<file path="config.mk">
export PLATFORM = sky130hd
export DESIGN_NAME = bbs_exec
export DESIGN_NICKNAME = d
export VERILOG_FILES = /design/src/core/bbs_exec.v /design/src/core/bbs_addr_gen.v
export VERILOG_INCLUDE_DIRS = /design/src /design/src/shared
export SDC_FILE = /design/constraint.sdc
export NUM_CORES = 1
export LEC_CHECK = 0
export BUFFER_PORTS_ARGS = -buffer_cell sky130_fd_sc_hd__buf_4
export CAP_MARGIN = 15
export CORE_MARGIN = 2
export CORE_UTILIZATION = 53
export CTS_CLUSTER_DIAMETER = 200
export CTS_CLUSTER_SIZE = 10
export DETAILED_ROUTE_END_ITERATION = 6
export GPL_TIMING_DRIVEN = 0
export MAX_ROUTING_LAYER = met4
export PLACE_DENSITY = 0.8
export SYNTH_ARGS = -nofsm -noshare
export SYNTH_HDL_FRONTEND = slang
export SYNTH_SLANG_ARGS = --single-unit
</file>
<file path="constraint.sdc">
create_clock -name clk -period 3.2 [get_ports clk]
set_input_delay 0.32 -clock clk [delete_from_list [all_inputs] [get_ports clk]]
set_output_delay 0.32 -clock clk [all_outputs]
set_load 0.005 [all_outputs]
</file>
<file path="src/shared/bbs_regs.vh">
`ifndef BBS_REGS_VH
`define BBS_REGS_VH
// Opcode patterns, matched against the top bits of the instruction word
`define BBS_OPC_BITCLR    4'h9
`define BBS_OPC_BRNEG     8'hE6
`define BBS_OPC_DECSKZ    6'h0B
`define BBS_OPC_DECSKNZ   6'h13
// Field positions
`define BBS_BIT_MSB       11
`define BBS_BIT_LSB       9
`define BBS_DEST_BIT      9
`define BBS_ACC_BIT       8
// Access bank split: operands at or below this go to the low bank, or to the index pointer plus offset in extended mode
`define BBS_ACC_SPLIT     8'h5F
`define BBS_ACC_HIBANK    4'hF
// Phase codes inside one instruction cycle
`define BBS_Q1            2'h0
`define BBS_Q2            2'h1
`define BBS_Q3            2'h2
`define BBS_Q4            2'h3
`endif

</file>
<file path="src/core/bbs_exec.v">
`timescale 1ns/1ns
`include "bbs_regs.vh"
module bbs_exec #(
  parameter AW  = 12,             // Data address width
  parameter PCW = 21              // Program counter width
) (
  input  wire           clk,        // Core clock, one phase per edge
  input  wire           reset_n,    // Async reset, active low
  input  wire           clkEn,      // Freezes all state while low
  input  wire [15:0]    instrWord,  // Instruction latched at fetch
  input  wire           instrValid, // Instruction word is meaningful
  input  wire           nextIsTwoWord, // Prefetched word is 2-word op
  input  wire [PCW-1:0] pcIn,       // Already incremented PC
  input  wire           negFlag,    // Negative status flag
  input  wire           extEnable,  // Extended instruction set on
  input  wire [3:0]     bankSelect, // Bank select register
  input  wire [AW-1:0]  indexBase,  // Index pointer base
  input  wire [7:0]     dataRd,     // Data memory read value
  output reg  [1:0]     phase,      // Current phase Q1..Q4
  output reg            cycleEnd,   // Last phase of an instr cycle
  output reg  [AW-1:0]  dataAddr,   // Data memory address
  output reg            dataRdEn,   // Read strobe in Q2
  output reg            dataWrEn,   // Write strobe in Q4
  output reg  [7:0]     dataWr,     // Data to write
  output reg            wregWrEn,   // Working register write strobe
  output reg  [7:0]     wregWr,     // Working register value
  output reg            pcWrEn,     // PC load strobe in Q4
  output reg  [PCW-1:0] pcWr,       // New PC value
  output reg            flush,      // Discard prefetched instruction
  output reg            busy        // Executing inserted idle cycles
);
  // Cycle states, one-hot
  localparam [2:0] ST_EXEC  = 3'b001;
  localparam [2:0] ST_NOP1  = 3'b010;
  localparam [2:0] ST_NOP2  = 3'b100;

  reg  [2:0]    state;
  reg  [2:0]    next_state;
  reg  [7:0]    opData;
  wire [AW-1:0] resolvedAddr;
  wire          usesIndex;

  // Opcode decode
  wire isBitClr  = instrValid && (instrWord[15:12] == `BBS_OPC_BITCLR);
  wire isBrNeg   = instrValid && (instrWord[15:8] == `BBS_OPC_BRNEG);
  wire isDecSkZ  = instrValid && (instrWord[15:10] == `BBS_OPC_DECSKZ);
  wire isDecSkNZ = instrValid && (instrWord[15:10] == `BBS_OPC_DECSKNZ);
  wire isDec     = isDecSkZ || isDecSkNZ;
  wire toFile    = instrWord[`BBS_DEST_BIT];
  wire [2:0] bitPos = instrWord[`BBS_BIT_MSB:`BBS_BIT_LSB];

  bbs_addr_gen #(.AW(AW)) addrGen (
    .fileOp     (instrWord[7:0]),
    .accSel     (instrWord[`BBS_ACC_BIT]),
    .extEnable  (extEnable),
    .bankSelect (bankSelect),
    .indexBase  (indexBase),
    .dataAddr   (resolvedAddr),
    .indexed    (usesIndex)
  );

  // Data path results, computed from the value captured in Q2
  wire [7:0] decResult = opData - 8'h01;
  wire [7:0] clrResult = opData & ~(8'h01 << bitPos);
  wire skipNow = (isDecSkZ && (decResult == 8'h00)) ||
                 (isDecSkNZ && (decResult != 8'h00));
  wire brTaken = isBrNeg && negFlag;
  wire [PCW-1:0] brOffset = {{(PCW-9){instrWord[7]}}, instrWord[7:0], 1'b0};

  // Next cycle state, evaluated at the end of Q4
  always @* begin
    next_state = state;
    case (state)
      ST_EXEC: begin
        // Taken branch adds one idle cycle
        if (brTaken)
          next_state = ST_NOP1;
        // Skip over one or two words
        else if (skipNow)
          next_state = nextIsTwoWord ? ST_NOP2 : ST_NOP1;
      end
      ST_NOP2: next_state = ST_NOP1;
      ST_NOP1: next_state = ST_EXEC;
      default: next_state = ST_EXEC;
    endcase
  end

  // Phase counter and cycle state
  always @(posedge clk or negedge reset_n) begin
    if (!reset_n) begin
      phase <= `BBS_Q1;
      state <= ST_EXEC;
    end else if (clkEn) begin
      phase <= phase + 2'h1;
      if (phase == `BBS_Q4)
        state <= next_state;
    end
  end

  // Capture operand in Q2 so Q3/Q4 see a stable value
  always @(posedge clk or negedge reset_n) begin
    if (!reset_n)
      opData <= 8'h00;
    else if (clkEn && (state == ST_EXEC) && (phase == `BBS_Q2))
      opData <= dataRd;
  end

  // Registered outputs; strobes last one phase
  always @(posedge clk or negedge reset_n) begin
    if (!reset_n) begin
      cycleEnd <= 1'b0;
      dataAddr <= {AW{1'b0}};
      dataRdEn <= 1'b0;
      dataWrEn <= 1'b0;
      dataWr   <= 8'h00;
      wregWrEn <= 1'b0;
      wregWr   <= 8'h00;
      pcWrEn   <= 1'b0;
      pcWr     <= {PCW{1'b0}};
      flush    <= 1'b0;
      busy     <= 1'b0;
    end else if (clkEn) begin
      cycleEnd <= (phase == `BBS_Q3);
      dataRdEn <= 1'b0;
      dataWrEn <= 1'b0;
      wregWrEn <= 1'b0;
      pcWrEn   <= 1'b0;
      flush    <= 1'b0;
      busy     <= (state != ST_EXEC);
      if (state == ST_EXEC) begin
        dataAddr <= resolvedAddr;
        // Read strobe lands in Q2
        if (phase == `BBS_Q1)
          dataRdEn <= isBitClr || isDec;
        // Writes land in Q4; status flags never touched here
        if (phase == `BBS_Q3) begin
          if (isBitClr) begin
            dataWrEn <= 1'b1;
            dataWr   <= clrResult;
          end
          if (isDec) begin
            dataWrEn <= toFile;
            wregWrEn <= ~toFile;
            dataWr   <= decResult;
            wregWr   <= decResult;
          end
          // No PC write when not taken
          if (brTaken) begin
            pcWrEn <= 1'b1;
            pcWr   <= pcIn + brOffset;
          end
          flush <= brTaken || skipNow;
        end
      end
    end
  end

  // Index mode is visible only through the resolved address
  wire unusedIndex = usesIndex;
endmodule // bbs_exec

</file>
<file path="src/core/bbs_addr_gen.v">
`timescale 1ns/1ns
`include "bbs_regs.vh"
// Data address resolution shared by all file-register operations
module bbs_addr_gen #(
  parameter AW = 12               // Data address width
) (
  input  wire [7:0]    fileOp,     // Register operand
  input  wire          accSel,     // Bank-select operand bit
  input  wire          extEnable,  // Extended instruction set enabled
  input  wire [3:0]    bankSelect, // Bank select register contents
  input  wire [AW-1:0] indexBase,  // Index pointer for literal offsets
  output reg  [AW-1:0] dataAddr,   // Resolved data address
  output reg           indexed     // Literal offset mode in use
);
  // Operand resolution by bank-select bit and extended mode
  always @* begin
    indexed  = 1'b0;
    dataAddr = {AW{1'b0}};
    if (accSel) begin
      // Banked GENERAL_PURPOSE_REGISTER access; upper bits stay zero when AW is wider
      dataAddr[11:0] = {bankSelect, fileOp};
    end else if (extEnable && (fileOp <= `BBS_ACC_SPLIT)) begin
      indexed  = 1'b1;
      dataAddr = indexBase + {{(AW-8){1'b0}}, fileOp};
    end else begin
      if (fileOp <= `BBS_ACC_SPLIT)
        dataAddr[11:0] = {4'h0, fileOp};
      else
        dataAddr[11:0] = {`BBS_ACC_HIBANK, fileOp};
    end
  end
endmodule // bbs_addr_gen

</file>
==> results.sh <==
export IMPL_initial_core_util_pct=55.0
export IMPL_ctsLongestPathBuffers=2
export IMPL_drt_iter0_drc=174
export IMPL_end_kind="flip-flop"
export IMPL_whs_ns=0.0643
export IMPL_slew_headroom_pct=42.9
export IMPL_skew_ns=0.00829
export IMPL_cts_hold_buf=0
export IMPL_hpwl_um=8850
export IMPL_worst_pin_slew_ns=0.857
export IMPL_crit_path_start_kind="input port"
export IMPL_drt_met1_wl_um=5060
export IMPL_layout_min_cycle_time_ns=2.27
export IMPL_grt_start_max_net_pins=70
export IMPL_regToRegSetupSlack_ns=0.99
export IMPL_detail_route_vias_per_cell=5.49
export IMPL_grt_pass1_wl_um=19100
export IMPL_overflow=0
export IMPL_die_x_um=96.8
export IMPL_synth_area_leaders="dfrtp_1 37%, ha_1 9.1%, nand2_1 5.5%"
export IMPL_area_growth_pct=28.2
export IMPL_cts_resized_gates=0
export IMPL_clkSinkCount=69
export IMPL_cts_root_buf="clkbuf_8"
export IMPL_status="completed"
export IMPL_final_core_util_pct=70.5
export IMPL_dieArea_um2=9370
export IMPL_cp_max_fo=3
export IMPL_grt_pass1_vias=4005
export IMPL_power_density_nw_per_um2=521
export IMPL_synthesis_area_um2=4560
export IMPL_wl_per_cell_um=15.3
export IMPL_hold_viol=0
export IMPL_pre_cts_slack_ns=0.573
export IMPL_netlist_cell_type_count=65
export IMPL_diodes=0
export IMPL_drc=0
export IMPL_postCtsSetupBuffers=0
export IMPL_ys_ff_latch=69
export IMPL_crit_arrival_ns=2.51
export IMPL_wirelength_um=11300
export IMPL_synthTopCellsByCount="68 x dfrtp_1, 67 x nand2_1, 41 x a21oi_1"
export IMPL_drive_gt1_share_pct=30.0
export IMPL_synth_top_area_share_pct=37.3
export IMPL_final_cell_area_um2=5850
export IMPL_synth_most_common_cell="dfrtp_1"
export IMPL_setup_tns_ns=0
export IMPL_finalCritPeriodShare_pct=70.9
export IMPL_path_clk_slew_ns=0.08
export IMPL_final_nets=729
export IMPL_max_vdd_ir_drop_mv=0.209
export IMPL_place_area_um2=5620
export IMPL_synth_edf_count=0
export IMPL_routed_top_layer="met4"
export IMPL_drt_first_pass_iters=4
export IMPL_portBuffers=124
export IMPL_numCtsBuffers=9
export IMPL_antenna_found_initial=0
export IMPL_num_vias=4037
export IMPL_track_usage_pct=25.4
export IMPL_critical_path_class="input port to flip-flop"
export IMPL_syn_avg_cell_area_um2=9.29
export IMPL_gp_congestion=0.920
export IMPL_leakagePower_nw=2.77
export IMPL_synthesis_nets=594
export IMPL_finalMaxSlewViolations=0
export IMPL_postSynth_asyncResetShare_pct=100
export IMPL_row_count=33
export IMPL_die_h_um=96.8
export IMPL_synth_largest_area_cell="dfrtp_1"
export IMPL_setup_viol=0
export IMPL_timing_fmax_mhz=441
export IMPL_htree_num_levels=3
export IMPL_yosysSeqAreaShare_pct=37.9
export IMPL_p_total_mw=3.05
export IMPL_cts_tree="yes"
export IMPL_fin_cells=736
export IMPL_hold_path_class="input port to async pin"
export IMPL_fin_ws_ns=0.930
export IMPL_nFillCells=665
export IMPL_ys_flop_type="dfrtp_1"
export IMPL_wl_met3_um=479
export IMPL_drtAntennaViolNets=0
export IMPL_rsz0062_at_grt="false"
export IMPL_place_inst=720
export IMPL_core_area_um2=8300
export IMPL_postSynthCellCount=491
export IMPL_dr_wl_met2_um=5640
export IMPL_cap_violations=0
export IMPL_yosysWarnings=0
export IMPL_ios=126
export IMPL_clk_latency_ns=0.35
export IMPL_critical_path_required_ns=3.44
==> path summary, 6_finish.rpt <==
path,startpoint,to,cells after the start
worst max-delay path,instrWord[0],pcWr[19],10
worst min-delay path,reset_n,flush,1
worst max register to register,opData[0],state[1],8
worst min register to register,pcWr[4],pcWr[4],2
max in group asynchronous,reset_n,wregWr[3],1
min in group clk,pcIn[0],pcWr[0],3
==> cell type report <==
class	instances	area [um^2]	area share, %
Multi-Input combinational cell	389	2660	45.5
Inverter	19	72.6	1.24
Clock inverter	6	86.3	1.48
Tap cell	105	131	2.25
Sequential cell	69	1730	29.5
Timing Repair Buffer	124	931	15.9
Clock buffer	10	138	2.35
Buffer	14	97.6	1.67
==> layout by cell type, fill, tap and decap left out, drive strengths merged, types with 5 or more instances in the layout <==
cell / count
a211oi: 5
a21o: 10
a21oi: 43
a31oi: 10
and3: 5
buf: 134
clkbuf: 14
dfrtp: 68
ha: 33
inv: 18
mux2: 11
nand2: 68
nand3: 7
nor2: 37
nor2b: 6
nor3: 6
o211ai: 8
o21a: 5
o21ai: 46
xnor2: 20
xor2: 15
==> where the power goes <==
group	internal (mW)	switching (mW)	total, mW
sequential	1.05	0.172	1.22
clock	0.458	0.336	0.794
combinational	0.538	0.495	1.03
total	2.04	1.00	3.05
==> per-layer routing <==
| layer | track usage [%] | vias up |
|---|---|---|
| li1 | - | 2027 |
| met5 | - | - |
| met4 | 6.39 | 0 |
| met3 | 3.83 | 7 |
| met1 | 32.0 | 1887 |
| met2 | 43.3 | 116 |
==> critical path: stages <==
cell and delay [ns]:
buf_4 0.12, ha_1 0.22, fa_1 0.43, a211oi_1 0.38
o211ai_1 0.19, nand4_1 0.18, nand2b_1 0.13, a41oi_1 0.26
xor2_1 0.23, o21ai_2 0.06
==> sequential cells by signal, summed over array words and instances, names as in the netlist, 2 cells and up <==
name and count:
dataWr 8, wregWr 8, state 3, pcWr 21, phase 2, opData 8, dataAddr 12
==> cell families after synthesis <==
logic type | share of synthesized area, %
buffers and inverters | 3.73
flip-flops | 37.9
XOR/XNOR | 6.72
adder cells (fa/ha/maj) | 9.93
AO/OA/AOI/OAI | 21.5
AND/OR/NAND/NOR | 17.1
multiplexers | 3.15
Note: power is estimated with default switching activity, not from simulation.
